### config.mk
export PLATFORM = sky130hd
export DESIGN_NAME = pac_cmd
export DESIGN_NICKNAME = d
export VERILOG_FILES = /design/src/verilog/pac_pkg.sv /design/src/verilog/pac_cfg_mem.sv /design/src/verilog/pac_cmd.sv
export VERILOG_INCLUDE_DIRS = /design/src /design/src/verilog
export SDC_FILE = /design/constraint.sdc
export NUM_CORES = 1
export LEC_CHECK = 0
export ABC_CLOCK_PERIOD_IN_PS = 19390
export BUFFER_PORTS_ARGS = -buffer_cell sky130_fd_sc_hd__clkbuf_2
export CAP_MARGIN = 20
export CORE_UTILIZATION = 25
export CTS_CLUSTER_DIAMETER = 40
export DETAILED_ROUTE_END_ITERATION = 6
export PLACE_DENSITY_LB_ADDON = 0.2
export SLEW_MARGIN = 10
export SYNTH_ARGS = -nofsm -noshare
export SYNTH_HDL_FRONTEND = slang
export SYNTH_SLANG_ARGS = --single-unit
### constraint.sdc
create_clock -name i_clk -period 19.39 [get_ports i_clk]
set_clock_uncertainty 0.15 [all_clocks]
set_input_delay 1.939 -clock i_clk [delete_from_list [all_inputs] [get_ports i_clk]]
set_output_delay 1.939 -clock i_clk [all_outputs]
set_load 0.02 [all_outputs]
### src/verilog/pac_defs.svh
// pac_defs.svh: offsets, codes, field positions, reset values and timing counts
// assumes: included by bare name from the package and design files
`ifndef PAC_DEFS_SVH
`define PAC_DEFS_SVH

// --------------------------------------------------------------------------
// command codes and result codes
// --------------------------------------------------------------------------
`define PAC_CMD_SET_ADDR 8'h75
`define PAC_CMD_SET_PROT 8'hc3
`define PAC_CMD_RD_CFG 8'h52
`define PAC_LEN_SET_ADDR 8'h01
`define PAC_LEN_SET_PROT 8'h02
`define PAC_LEN_RD_CFG 8'h01
`define PAC_RES_OK 8'haa
`define PAC_RES_LOCKED 8'h55
`define PAC_RES_INVALID 8'h77
`define PAC_FILL_BYTE 8'hff

// --------------------------------------------------------------------------
// protection byte fields and page range
// --------------------------------------------------------------------------
`define PAC_PROT_WP_BIT 1
`define PAC_PROT_NONE_BIT 5
`define PAC_PROT_WP_ONLY 8'h02
`define PAC_PROT_NONE_ONLY 8'h20
`define PAC_PROT_RST_EVEN 8'h00
`define PAC_PROT_RST_ODD 8'h02
`define PAC_NUM_PAGES 6
`define PAC_PAGE_HI 3
`define PAC_ADDR_HI 7
`define PAC_ADDR_LO 1

// --------------------------------------------------------------------------
// configuration register set
// --------------------------------------------------------------------------
`define PAC_CFG_REGS 20
`define PAC_CFG_LAST 8'h13
`define PAC_CFG_CUSTOM_BIT 15
`define PAC_CFG_VAL_HI 13
`define PAC_CFG_RST_MASTER 16'h0000
`define PAC_CFG_RST_TIMING 16'h0006
`define PAC_CFG_RST_PULLUP 16'h803c
`define PAC_CFG_RST_SLEW 16'h0006
`define PAC_CFG_RST_RSVD 16'h5828
`define PAC_CFG_IDX_PULLUP 5'h11
`define PAC_CFG_IDX_SLEW 5'h12
`define PAC_CFG_IDX_RSVD 5'h13

// --------------------------------------------------------------------------
// register port offsets (byte addresses)
// --------------------------------------------------------------------------
`define PAC_REG_STATUS 8'h00
`define PAC_REG_CFG_SEL 8'h04
`define PAC_REG_CFG_DATA 8'h08
`define PAC_REG_PROT0 8'h10
`define PAC_STAT_SET_BIT 8
`define PAC_STAT_BUSY_BIT 9
`define PAC_STAT_RDY_BIT 10
`define PAC_STAT_RES_LO 16

// --------------------------------------------------------------------------
// timing: clock rate, setting-write and operation durations
// --------------------------------------------------------------------------
`define PAC_CLK_MHZ 100
`define PAC_T_WS_US 10000
`define PAC_T_OP_US 40
`define PAC_WS_CYCLES (`PAC_T_WS_US * `PAC_CLK_MHZ)
`define PAC_OP_CYCLES (`PAC_T_OP_US * `PAC_CLK_MHZ)
`define PAC_DEF_ADDR 7'h40

`endif

### src/verilog/pac_pkg.sv
// pac_pkg.sv: types of the protection, address and configuration command block
// assumes: pac_defs.svh on the include path
`include "pac_defs.svh"

package pac_pkg;
  typedef enum logic [2:0] {
    PAC_IDLE,
    PAC_LEN,
    PAC_PARAM,
    PAC_DRAIN,
    PAC_EXEC,
    PAC_DONE
  } pac_state_e;

  typedef logic [7:0] pac_byte_t;
  typedef logic [15:0] pac_cfg_t;
endpackage
### src/verilog/pac_cfg_mem.sv
// pac_cfg_mem.sv: configuration register set, one write port, two registered read ports
// assumes: single clock, reset loads the documented defaults
`timescale 1ns/1ps
`default_nettype none
`include "pac_defs.svh"

module pac_cfg_mem #(
  parameter int DEPTH = `PAC_CFG_REGS
) (
  input wire logic i_clk,
  input wire logic i_rst,
  input wire logic i_we,
  input wire logic [4:0] i_waddr,
  input wire pac_pkg::pac_cfg_t i_wdata,
  input wire logic [4:0] i_raddr_a,
  output pac_pkg::pac_cfg_t o_rdata_a,
  input wire logic [4:0] i_raddr_b,
  output pac_pkg::pac_cfg_t o_rdata_b
);
  import pac_pkg::*;

  if (DEPTH < 1 || DEPTH > 32) begin : g_chk
    $error("pac_cfg_mem: DEPTH must be 1 to 32");
  end

  pac_cfg_t mem_ff [DEPTH];
  pac_cfg_t nxt_mem [DEPTH];
  pac_cfg_t rdata_a_ff;
  pac_cfg_t rdata_b_ff;

  // --------------------------------------------------------------------------
  // default values
  // --------------------------------------------------------------------------
  function automatic pac_cfg_t cfg_default(input int idx);
    pac_cfg_t v;
    v = `PAC_CFG_RST_TIMING;
    if (idx == 0) v = `PAC_CFG_RST_MASTER;
    else if (idx == int'(`PAC_CFG_IDX_PULLUP)) v = `PAC_CFG_RST_PULLUP;
    else if (idx == int'(`PAC_CFG_IDX_SLEW)) v = `PAC_CFG_RST_SLEW;
    else if (idx == int'(`PAC_CFG_IDX_RSVD)) v = `PAC_CFG_RST_RSVD;
    return v;
  endfunction

  function automatic pac_cfg_t rd(input logic [4:0] a, input pac_cfg_t m [DEPTH]);
    pac_cfg_t v;
    v = '0;
    if (int'(a) < DEPTH) v = m[a];
    return v;
  endfunction

  // --------------------------------------------------------------------------
  // storage
  // --------------------------------------------------------------------------
  always_comb begin
    nxt_mem = mem_ff;
    if (i_we && int'(i_waddr) < DEPTH) nxt_mem[i_waddr] = i_wdata;
  end

  always_ff @(posedge i_clk or posedge i_rst) begin
    if (i_rst) begin
      for (int i = 0; i < DEPTH; i++) mem_ff[i] <= cfg_default(i);
      rdata_a_ff <= 16'h0000;
      rdata_b_ff <= 16'h0000;
    end else begin
      mem_ff <= nxt_mem;
      rdata_a_ff <= rd(i_raddr_a, mem_ff);
      rdata_b_ff <= rd(i_raddr_b, mem_ff);
    end
  end

  assign o_rdata_a = rdata_a_ff;
  assign o_rdata_b = rdata_b_ff;
endmodule // pac_cfg_mem

`default_nettype wire

### src/verilog/pac_cmd.sv
// pac_cmd.sv: command handler for address change, page protection and config read
// assumes: an i2c target on the same clock delivers write bytes, stop and read requests
//
// Behaviour
// RULE1: protection bit 1 reads write-protected, others zero
// RULE2: bit 5 locks page against added protection
// RULE3: code 75h, length one, new address byte
// RULE4: address replaced once, kept as new default; reset reloads DEF_ADDR and allows another change
// RULE5: host puts address in bits 7:1
// RULE6: second address change gives 55h; first AAh
// RULE7: host waits duration, reads length then result
// RULE8: code C3h, length two, page then options
// RULE9: already protected page gives 55h, unchanged
// RULE10: invalid option combination gives 77h, unchanged
// RULE11: valid request on free page stores, AAh
// RULE12: host sets all modes in one command; code accepts one mode per command (02h or 20h), 22h gives 77h
// RULE13: page number from bits 3:0, 0 to 5
// RULE14: check free first, then validity, then write
// RULE15: code 52h with one selector byte
// RULE16: selector up to 13h one, above all
// RULE17: returned value uses write layout
// RULE18: config read ends with result AAh
// RULE19: custom flag bit 15, value bits 13:0
// RULE20: registers 0 to 13h with fixed meanings
// RULE21: all registers ascending, low byte first
// RULE22: result read refused until duration ends
//
// Our own choices: the address-and-strobe port and the address map.
`timescale 1ns/1ps
`default_nettype none
`include "pac_defs.svh"

module pac_cmd #(
  parameter int WS_CYCLES = `PAC_WS_CYCLES,
  parameter int OP_CYCLES = `PAC_OP_CYCLES,
  parameter logic [6:0] DEF_ADDR = `PAC_DEF_ADDR
) (
  input wire logic i_clk,
  input wire logic i_rst,
  input wire logic i_rx_valid,
  input wire pac_pkg::pac_byte_t i_rx_data,
  input wire logic i_rx_stop,
  input wire logic i_tx_start,
  input wire logic i_tx_req,
  output pac_pkg::pac_byte_t o_tx_data,
  output logic o_rd_ready,
  output logic [6:0] o_bus_addr,
  input wire logic [7:0] i_reg_addr,
  input wire logic [31:0] i_reg_wdata,
  input wire logic i_reg_wr,
  input wire logic i_reg_rd,
  output logic [31:0] o_reg_rdata
);
  import pac_pkg::*;

  if (WS_CYCLES < 1 || OP_CYCLES < 1) begin : g_chk
    $error("pac_cmd: durations must be at least one cycle");
  end

  pac_state_e state_ff, nxt_state;
  pac_byte_t cmd_ff, nxt_cmd;
  pac_byte_t len_ff, nxt_len;
  logic [1:0] cnt_ff, nxt_cnt;
  pac_byte_t p0_ff, nxt_p0;
  pac_byte_t p1_ff, nxt_p1;
  logic [31:0] timer_ff, nxt_timer;
  pac_byte_t result_ff, nxt_result;
  pac_byte_t rlen_ff, nxt_rlen;
  logic all_ff, nxt_all;
  logic [4:0] sel_ff, nxt_sel;
  pac_byte_t ptr_ff, nxt_ptr;
  pac_byte_t tx_data_ff, nxt_tx_data;
  logic rd_ready_ff, nxt_rd_ready;
  logic [6:0] addr_ff, nxt_addr;
  logic addr_set_ff, nxt_addr_set;
  pac_byte_t prot_ff [`PAC_NUM_PAGES];
  pac_byte_t nxt_prot [`PAC_NUM_PAGES];
  logic [4:0] cfg_sel_ff, nxt_cfg_sel;
  logic [31:0] reg_rdata_ff, nxt_reg_rdata;
  pac_cfg_t mem_a, mem_b;
  logic [4:0] mem_raddr_a;
  logic mem_we;
  pac_byte_t data_idx;

  // --------------------------------------------------------------------------
  // helpers
  // --------------------------------------------------------------------------
  // only one protection mode per command is a valid combination
  function automatic logic prot_valid(input pac_byte_t opt);
    return (opt == `PAC_PROT_WP_ONLY) || (opt == `PAC_PROT_NONE_ONLY); // [RULE10]
  endfunction

  function automatic logic [31:0] dur(input int cyc);
    return 32'(cyc - 1);
  endfunction

  // --------------------------------------------------------------------------
  // configuration store
  // --------------------------------------------------------------------------
  assign data_idx = ptr_ff - 8'd2;
  assign mem_raddr_a = all_ff ? data_idx[5:1] : sel_ff; // [RULE21]
  // reserved register and out of range indices are never written
  assign mem_we = i_reg_wr && (i_reg_addr == `PAC_REG_CFG_DATA) &&
                  (cfg_sel_ff < `PAC_CFG_IDX_RSVD);

  pac_cfg_mem #(
    .DEPTH(`PAC_CFG_REGS)
  ) u_cfg_mem (
    .i_clk(i_clk),
    .i_rst(i_rst),
    .i_we(mem_we),
    .i_waddr(cfg_sel_ff),
    .i_wdata(i_reg_wdata[15:0]),
    .i_raddr_a(mem_raddr_a),
    .o_rdata_a(mem_a),
    .i_raddr_b(cfg_sel_ff),
    .o_rdata_b(mem_b)
  ); // [RULE20]

  // --------------------------------------------------------------------------
  // command engine
  // --------------------------------------------------------------------------
  always_comb begin
    nxt_state = state_ff;
    nxt_cmd = cmd_ff;
    nxt_len = len_ff;
    nxt_cnt = cnt_ff;
    nxt_p0 = p0_ff;
    nxt_p1 = p1_ff;
    nxt_timer = timer_ff;
    nxt_result = result_ff;
    nxt_rlen = rlen_ff;
    nxt_all = all_ff;
    nxt_sel = sel_ff;
    nxt_ptr = ptr_ff;
    nxt_tx_data = tx_data_ff;
    nxt_rd_ready = rd_ready_ff;
    nxt_addr = addr_ff;
    nxt_addr_set = addr_set_ff;
    nxt_prot = prot_ff;
    case (state_ff)
      PAC_IDLE, PAC_DONE: begin
        if (i_rx_valid) begin
          nxt_cmd = i_rx_data;
          nxt_rd_ready = 1'b0;
          nxt_state = PAC_LEN;
        end
      end
      PAC_LEN: begin
        if (i_rx_stop) begin
          nxt_state = PAC_IDLE;
        end else if (i_rx_valid) begin
          nxt_len = i_rx_data;
          nxt_cnt = 2'd0;
          nxt_state = (i_rx_data == 8'h00) ? PAC_DRAIN : PAC_PARAM;
        end
      end
      PAC_PARAM: begin
        if (i_rx_stop) begin
          nxt_state = PAC_IDLE;
        end else if (i_rx_valid) begin
          if (cnt_ff == 2'd0) nxt_p0 = i_rx_data;
          else nxt_p1 = i_rx_data;
          nxt_cnt = cnt_ff + 2'd1;
          if ({6'h00, cnt_ff + 2'd1} == len_ff || cnt_ff == 2'd1) nxt_state = PAC_DRAIN;
        end
      end
      PAC_DRAIN: begin
        if (i_rx_stop) begin
          nxt_state = PAC_EXEC;
          nxt_rlen = 8'd1;
          nxt_all = 1'b0;
          nxt_result = `PAC_RES_INVALID;
          nxt_timer = dur(OP_CYCLES);
          if (cmd_ff == `PAC_CMD_SET_ADDR && len_ff == `PAC_LEN_SET_ADDR) begin // [RULE3]
            nxt_timer = dur(WS_CYCLES);
            if (addr_set_ff) begin
              nxt_result = `PAC_RES_LOCKED; // [RULE6]
            end else begin
              nxt_addr = p0_ff[`PAC_ADDR_HI:`PAC_ADDR_LO]; // [RULE4] [RULE5]
              nxt_addr_set = 1'b1;
              nxt_result = `PAC_RES_OK; // [RULE6]
            end
          end else if (cmd_ff == `PAC_CMD_SET_PROT && len_ff == `PAC_LEN_SET_PROT) begin // [RULE8]
            nxt_timer = dur(WS_CYCLES);
            if (p0_ff[7:4] != 4'h0 || p0_ff[`PAC_PAGE_HI:0] >= 4'(`PAC_NUM_PAGES)) begin // [RULE13]
              nxt_result = `PAC_RES_INVALID;
            end else if (prot_ff[p0_ff[2:0]] != 8'h00) begin // [RULE9] [RULE2] [RULE14]
              nxt_result = `PAC_RES_LOCKED;
            end else if (!prot_valid(p1_ff)) begin // [RULE14]
              nxt_result = `PAC_RES_INVALID; // [RULE10]
            end else begin
              nxt_prot[p0_ff[2:0]] = p1_ff; // [RULE11] [RULE14]
              nxt_result = `PAC_RES_OK;
            end
          end else if (cmd_ff == `PAC_CMD_RD_CFG && len_ff == `PAC_LEN_RD_CFG) begin // [RULE15]
            nxt_all = (p0_ff > `PAC_CFG_LAST); // [RULE16]
            nxt_sel = p0_ff[4:0];
            nxt_rlen = (p0_ff > `PAC_CFG_LAST) ? 8'(1 + 2 * `PAC_CFG_REGS) : 8'd3;
            nxt_result = `PAC_RES_OK; // [RULE18]
          end
        end
      end
      PAC_EXEC: begin
        if (timer_ff == 32'd0) begin
          nxt_rd_ready = 1'b1; // [RULE22]
          nxt_ptr = 8'd0;
          nxt_state = PAC_DONE;
        end else begin
          nxt_timer = timer_ff - 32'd1;
        end
      end
      default: nxt_state = PAC_IDLE;
    endcase
    // read transfer: length, result, then data low byte first
    if (state_ff == PAC_DONE) begin
      if (i_tx_start) begin
        nxt_ptr = 8'd0;
      end else if (i_tx_req) begin
        if (ptr_ff == 8'd0) nxt_tx_data = rlen_ff;
        else if (ptr_ff == 8'd1) nxt_tx_data = result_ff;
        else if (data_idx < rlen_ff - 8'd1)
          nxt_tx_data = data_idx[0] ? mem_a[15:8] : mem_a[7:0]; // [RULE17] [RULE19] [RULE21]
        else nxt_tx_data = `PAC_FILL_BYTE;
        if (ptr_ff != 8'hff) nxt_ptr = ptr_ff + 8'd1;
      end
    end
  end

  always_ff @(posedge i_clk or posedge i_rst) begin
    if (i_rst) begin
      state_ff <= PAC_IDLE;
      cmd_ff <= 8'h00;
      len_ff <= 8'h00;
      cnt_ff <= 2'd0;
      p0_ff <= 8'h00;
      p1_ff <= 8'h00;
      timer_ff <= 32'h0000_0000;
      result_ff <= 8'h00;
      rlen_ff <= 8'h00;
      all_ff <= 1'b0;
      sel_ff <= 5'h00;
      ptr_ff <= 8'h00;
      tx_data_ff <= 8'h00;
      rd_ready_ff <= 1'b0;
      addr_ff <= DEF_ADDR;
      addr_set_ff <= 1'b0;
      for (int i = 0; i < `PAC_NUM_PAGES; i++)
        prot_ff[i] <= i[0] ? `PAC_PROT_RST_ODD : `PAC_PROT_RST_EVEN; // [RULE1] [RULE9]
    end else begin
      state_ff <= nxt_state;
      cmd_ff <= nxt_cmd;
      len_ff <= nxt_len;
      cnt_ff <= nxt_cnt;
      p0_ff <= nxt_p0;
      p1_ff <= nxt_p1;
      timer_ff <= nxt_timer;
      result_ff <= nxt_result;
      rlen_ff <= nxt_rlen;
      all_ff <= nxt_all;
      sel_ff <= nxt_sel;
      ptr_ff <= nxt_ptr;
      tx_data_ff <= nxt_tx_data;
      rd_ready_ff <= nxt_rd_ready;
      addr_ff <= nxt_addr;
      addr_set_ff <= nxt_addr_set;
      prot_ff <= nxt_prot;
    end
  end

  // --------------------------------------------------------------------------
  // register port
  // --------------------------------------------------------------------------
  always_comb begin
    nxt_cfg_sel = cfg_sel_ff;
    nxt_reg_rdata = 32'h0000_0000;
    if (i_reg_wr && i_reg_addr == `PAC_REG_CFG_SEL) nxt_cfg_sel = i_reg_wdata[4:0];
    if (i_reg_rd) begin
      if (i_reg_addr == `PAC_REG_STATUS) begin
        nxt_reg_rdata[6:0] = addr_ff;
        nxt_reg_rdata[`PAC_STAT_SET_BIT] = addr_set_ff;
        nxt_reg_rdata[`PAC_STAT_BUSY_BIT] = (state_ff == PAC_EXEC);
        nxt_reg_rdata[`PAC_STAT_RDY_BIT] = rd_ready_ff;
        nxt_reg_rdata[`PAC_STAT_RES_LO +: 8] = result_ff;
      end else if (i_reg_addr == `PAC_REG_CFG_SEL) begin
        nxt_reg_rdata[4:0] = cfg_sel_ff;
      end else if (i_reg_addr == `PAC_REG_CFG_DATA) begin
        nxt_reg_rdata[15:0] = mem_b;
      end else begin
        for (int i = 0; i < `PAC_NUM_PAGES; i++)
          if (i_reg_addr == `PAC_REG_PROT0 + 8'(4 * i))
            nxt_reg_rdata[7:0] = prot_ff[i]; // [RULE1] [RULE2]
      end
    end
  end

  always_ff @(posedge i_clk or posedge i_rst) begin
    if (i_rst) begin
      cfg_sel_ff <= 5'h00;
      reg_rdata_ff <= 32'h0000_0000;
    end else begin
      cfg_sel_ff <= nxt_cfg_sel;
      reg_rdata_ff <= nxt_reg_rdata;
    end
  end

  assign o_tx_data = tx_data_ff;
  assign o_rd_ready = rd_ready_ff;
  assign o_bus_addr = addr_ff;
  assign o_reg_rdata = reg_rdata_ff;
endmodule // pac_cmd

`default_nettype wire

==> summary by stage <==
Placement
The number of port buffers is 79. The HPWL after detailed placement is about 53,000 microns. At the end of routability-driven placement, the weighted congestion stood at between 0.7 and 0.8.

Worst hold path
The kind of path behind the tightest hold check is reg2reg.

Clock tree
At the later pin of the worst-skew pair, clock insertion delay measures approximately 650 ps. The H-tree depth reported by CTS is 3. The number of buffers inserted to repair setup after CTS is 0. Clock tree synthesis selected as its root buffer the cell sky130_fd_sc_hd__clkbuf_16. The clock net sink count is 529. After clock tree synthesis, the clock-pin slew on the worst setup and hold paths is around 50 ps. For this design, the CTS-stage hold fixing added 0 buffers. The maximum buffer depth of the clock tree is 3.

The TritonCTS clock tree is built. The number of buffers created by CTS is ~110. Post-CTS repair changed the size of 0 cells.

Routing
The final layout contains routed wiring with a total length of between 80,000 and 90,000 microns. The final route contains around 18,000 vias. In the final routed layout, each cell accounts on average for ~24 microns. The residual antenna-violating net count after detailed routing is 0.

The via-per-instance ratio is 5.02. The DRC marker count from the first detailed-route iteration is approximately 1,100. The DRC violations left is 0.

The count of TritonRoute iterations in the first routing pass is 5.

Timing
The transition at the pin with the smallest max-transition slack is between 1000 and 1500 ps. For the final routed database, the setup TNS stands at 0 ps. The minimum clock period after layout is a little over 5000 ps.

The final critical-path share of the clock period is 0.262. The hold slack is approximately 220 ps. The hold violation total from the final report is 0. Timing would allow up to ~200 MHz. The final setup violation count is 0.

The worst slew margin relative to its limit is 0.247. Setup repair after global routing left no endpoint under its margin. The number of pins exceeding their max-slew limit in the final report came to 0.

Setup path
In this run the critical register-to-register path is launched from rlen_ff[3]. STA classifies the critical path startpoint as an input port. The reg-to-reg setup timing slack is ~15,000 ps. The cell count along the critical path is 8. The maximum single-stage delay on the critical path is ~740 ps. The launching instance or port of the critical path is i_reg_addr[4]. The number of cells on the worst reg-to-reg path is 7.

Following the worst setup path forward leads to its endpoint at u_cfg_mem.mem_ff[121]. The worst reg2reg path endpoint is u_cfg_mem.o_rdata_a[0]. The critical path goes through clkbuf_2, nor4_4, and4_1, and2b_2, nand4_1, nor3_4, buf_4, mux2_2. The buffering stage count on the worst path with inverters included is 2. The type of the setup path with the least slack is in2reg.

The critical path capture point type is a register. Grouping stages by cell kind, the critical path spends the most delay in simple AND/OR/NAND/NOR gates. The required time at the worst-slack endpoint is a little under 20,000 ps. The critical path's slowest cell is sky130_fd_sc_hd__nor3_4.

Data arrives at the worst endpoint at approximately 5500 ps. Along the worst path, the maximum fanout reaches 10.

Floorplan
The standard cell core area is 106,000 sq um. The floorplan step set the die height to between 300 and 400 microns. The area of the die is ~110,000 sq um. The count of boundary I/O pins is 104. For this configuration, the core starts out at a cell density of 0.254. The die boundary width is 330 microns. After floorplanning, the core was divided into approximately 120 placement rows.

Cells and area
The count of nets after finishing is 2,198. In the final layout, the share of cells above drive strength 1 is 0.414. The synthesis-to-finish area growth is 21.1%. The number of fillers in the final layout is between 10,000 and 15,000.

Yosys
Synthesis handed over a netlist of 2,099 instances. The sequential-to-total area share from yosys stat is 0.494. Yosys mapped a number of flops with a built-in enable equal to 0. The number of warnings reported in the yosys synthesis log is 0.

In the synthesized netlist the async set-or-reset flop fraction comes to 1.00. In this run the cell area of the synthesized design comes to about 27,000 sq um. The flop and latch count out of synthesis is 529. In the synthesized netlist the dominant register cell turns out to be sky130_fd_sc_hd__dfrtp_1. The average instance in the mapped netlist occupies 12.8 sq um.

Yosys mapped the design onto between 70 and 80 distinct sky130hd cell types.

Power
The worst-case IR drop observed on VDD is just under 0.07 mV. Power spread over the standard cell area amounts to approximately 120 nW/um^2. For this design the static power due to leakage is roughly 14 nW.

GRT
The total routing usage reported by global routing is 0.159. The first global-routing pass estimated about 130,000 microns of wire. The via count of the first global-routing pass came to 19,186. The initial antenna violation count is 5. The total overflow reported by the global router is 0. The maximum number of pins on one net before global-route repair is 101.

Flow run
The tool flagged a number of max-cap violations equal to 0.

Status
The run finished with clean final reports.
[through the flow]
stage               instances  area [sq um]  setup slack [ps]   util  power [mW]
floorplan                2106         26900              2600      -        1.76
global placement         3400         28500             13730  0.269        2.03
detailed placement       3401         28500             13680  0.269        2.04
CTS                      3604         32500             14370  0.307        4.08
global route             3608         32600             14220  0.307        4.20
finish                   3609         32600             14320  0.307        4.03
[cell usage after synthesis, types with 10 or more instances]
cell type / number / area share
sky130_fd_sc_hd__a31oi_1: 36 / 0.0084
sky130_fd_sc_hd__clkbuf_1: 137 / 0.019
sky130_fd_sc_hd__buf_1: 26 / 0.0036
sky130_fd_sc_hd__nand2_1: 91 / 0.013
sky130_fd_sc_hd__nand3_1: 24 / 0.0045
sky130_fd_sc_hd__a211oi_1: 14 / 0.0039
sky130_fd_sc_hd__buf_4: 14 / 0.0039
sky130_fd_sc_hd__nor2_1: 83 / 0.012
sky130_fd_sc_hd__nand2b_1: 10 / 0.0023
sky130_fd_sc_hd__inv_1: 36 / 0.0050
sky130_fd_sc_hd__and3_1: 24 / 0.0056
sky130_fd_sc_hd__mux2i_1: 73 / 0.027
sky130_fd_sc_hd__o22a_1: 10 / 0.0033
sky130_fd_sc_hd__o221ai_1: 10 / 0.0033
sky130_fd_sc_hd__buf_2: 33 / 0.0061
sky130_fd_sc_hd__nor3_1: 30 / 0.0056
sky130_fd_sc_hd__mux2_2: 358 / 0.15
sky130_fd_sc_hd__a21oi_1: 79 / 0.015
sky130_fd_sc_hd__nor2b_1: 17 / 0.0040
sky130_fd_sc_hd__xor2_1: 21 / 0.0068
sky130_fd_sc_hd__dfstp_2: 48 / 0.047
sky130_fd_sc_hd__nor4_1: 20 / 0.0047
sky130_fd_sc_hd__and2_1: 12 / 0.0028
sky130_fd_sc_hd__dfrtp_1: 481 / 0.45
sky130_fd_sc_hd__mux4_2: 143 / 0.12
sky130_fd_sc_hd__a21o_1: 14 / 0.0039
sky130_fd_sc_hd__o21ai_0: 48 / 0.0089
sky130_fd_sc_hd__o22ai_1: 28 / 0.0065
sky130_fd_sc_hd__ha_1: 18 / 0.0084
[layout by cell type (no fill, tap or decap), drive strengths merged, types with 13 or more instances in the layout]
cell type	count
and2	13
ha	18
nor4	22
and3	24
clkbuf	223
buf	45
clkinvlp	14
nand2	94
a21o	14
dfstp	48
a21oi	80
a31oi	36
bufinv	19
nor2b	17
clkinv	22
xor2	21
o21ai	49
inv	41
nor2	89
a211oi	14
dfrtp	481
nor3	33
mux2i	73
nand3	26
mux2	358
mux4	143
o22ai	28
[worst register-to-register path, stage by stage, from the launching register on]
cell and delay [ps]:
sky130_fd_sc_hd__dfrtp_1 750, sky130_fd_sc_hd__or2_2 520, sky130_fd_sc_hd__and2_4 720, sky130_fd_sc_hd__buf_4 770, sky130_fd_sc_hd__mux4_2 620, sky130_fd_sc_hd__mux2i_1 200
sky130_fd_sc_hd__o22a_1 160, sky130_fd_sc_hd__a31oi_1 70
[worst min path at each step]
stage                             from              endpoint  slack [ps]  cells after the start
4_1_cts           u_cfg_mem.mem_ff[11]  u_cfg_mem.mem_ff[11]         220                      0
3_3_place_gp       u_cfg_mem.mem_ff[3]   u_cfg_mem.mem_ff[3]         210                      0
6_report          u_cfg_mem.mem_ff[11]  u_cfg_mem.mem_ff[11]         220                      0
5_1_grt            u_cfg_mem.mem_ff[3]   u_cfg_mem.mem_ff[3]         230                      0
3_5_place_dp       u_cfg_mem.mem_ff[3]   u_cfg_mem.mem_ff[3]         210                      0
2_1_floorplan  u_cfg_mem.o_rdata_b[11]       o_reg_rdata[11]         280                      1
[state kept, by name (all words and copies together), names as in the netlist, 16 cells and up]
signal               cells
u_cfg_mem.o_rdata_a     16
prot_ff                 48
timer_ff                32
o_reg_rdata             19
u_cfg_mem.mem_ff       320
u_cfg_mem.o_rdata_b     16
[layer usage]
layer,wire [microns],GRT usage,vias to the layer above
met5,27,0,-
met1,38900,0.214,9579
li1,-,-,7896
met2,40500,0.256,453
met3,3690,0.0264,179
met4,2710,0.0577,4
[logic make-up (layout without fill, tap and decap cells)]
| logic type | Yosys count | count (layout) | synth area share |
|---|---|---|---|
| AO/OA/AOI/OAI | 308 | 308 | 0.0740 |
| flip-flops | 529 | 529 | 0.494 |
| adder cells (fa/ha/maj) | 18 | 18 | 0.00837 |
| buffers and inverters | 253 | 364 | 0.0409 |
| XOR/XNOR | 26 | 26 | 0.00846 |
| other | 1 | 9 | 0.000139 |
| AND/OR/NAND/NOR | 390 | 390 | 0.0771 |
| multiplexers | 574 | 574 | 0.297 |
[cell type report]
cell class              instances  area [sq um]  share of cell area
diodes                          1          2.50           0.0000768
multi-input cells            1324         12600               0.387
inverters                      36           143             0.00438
clock inverters                60           856              0.0263
repair buffers                125           779              0.0239
flip-flops and latches        529         13300               0.408
well taps                    1391          1740              0.0534
clock buffers                 143          3150              0.0966
[power by group]
part           total, mW  internal, mW  switching, mW
clock network       2.02          1.39          0.630
registers           1.30          1.20          0.105
logic              0.712         0.262          0.450
total               4.03          2.84           1.19
(Power assumes the default switching activity.)
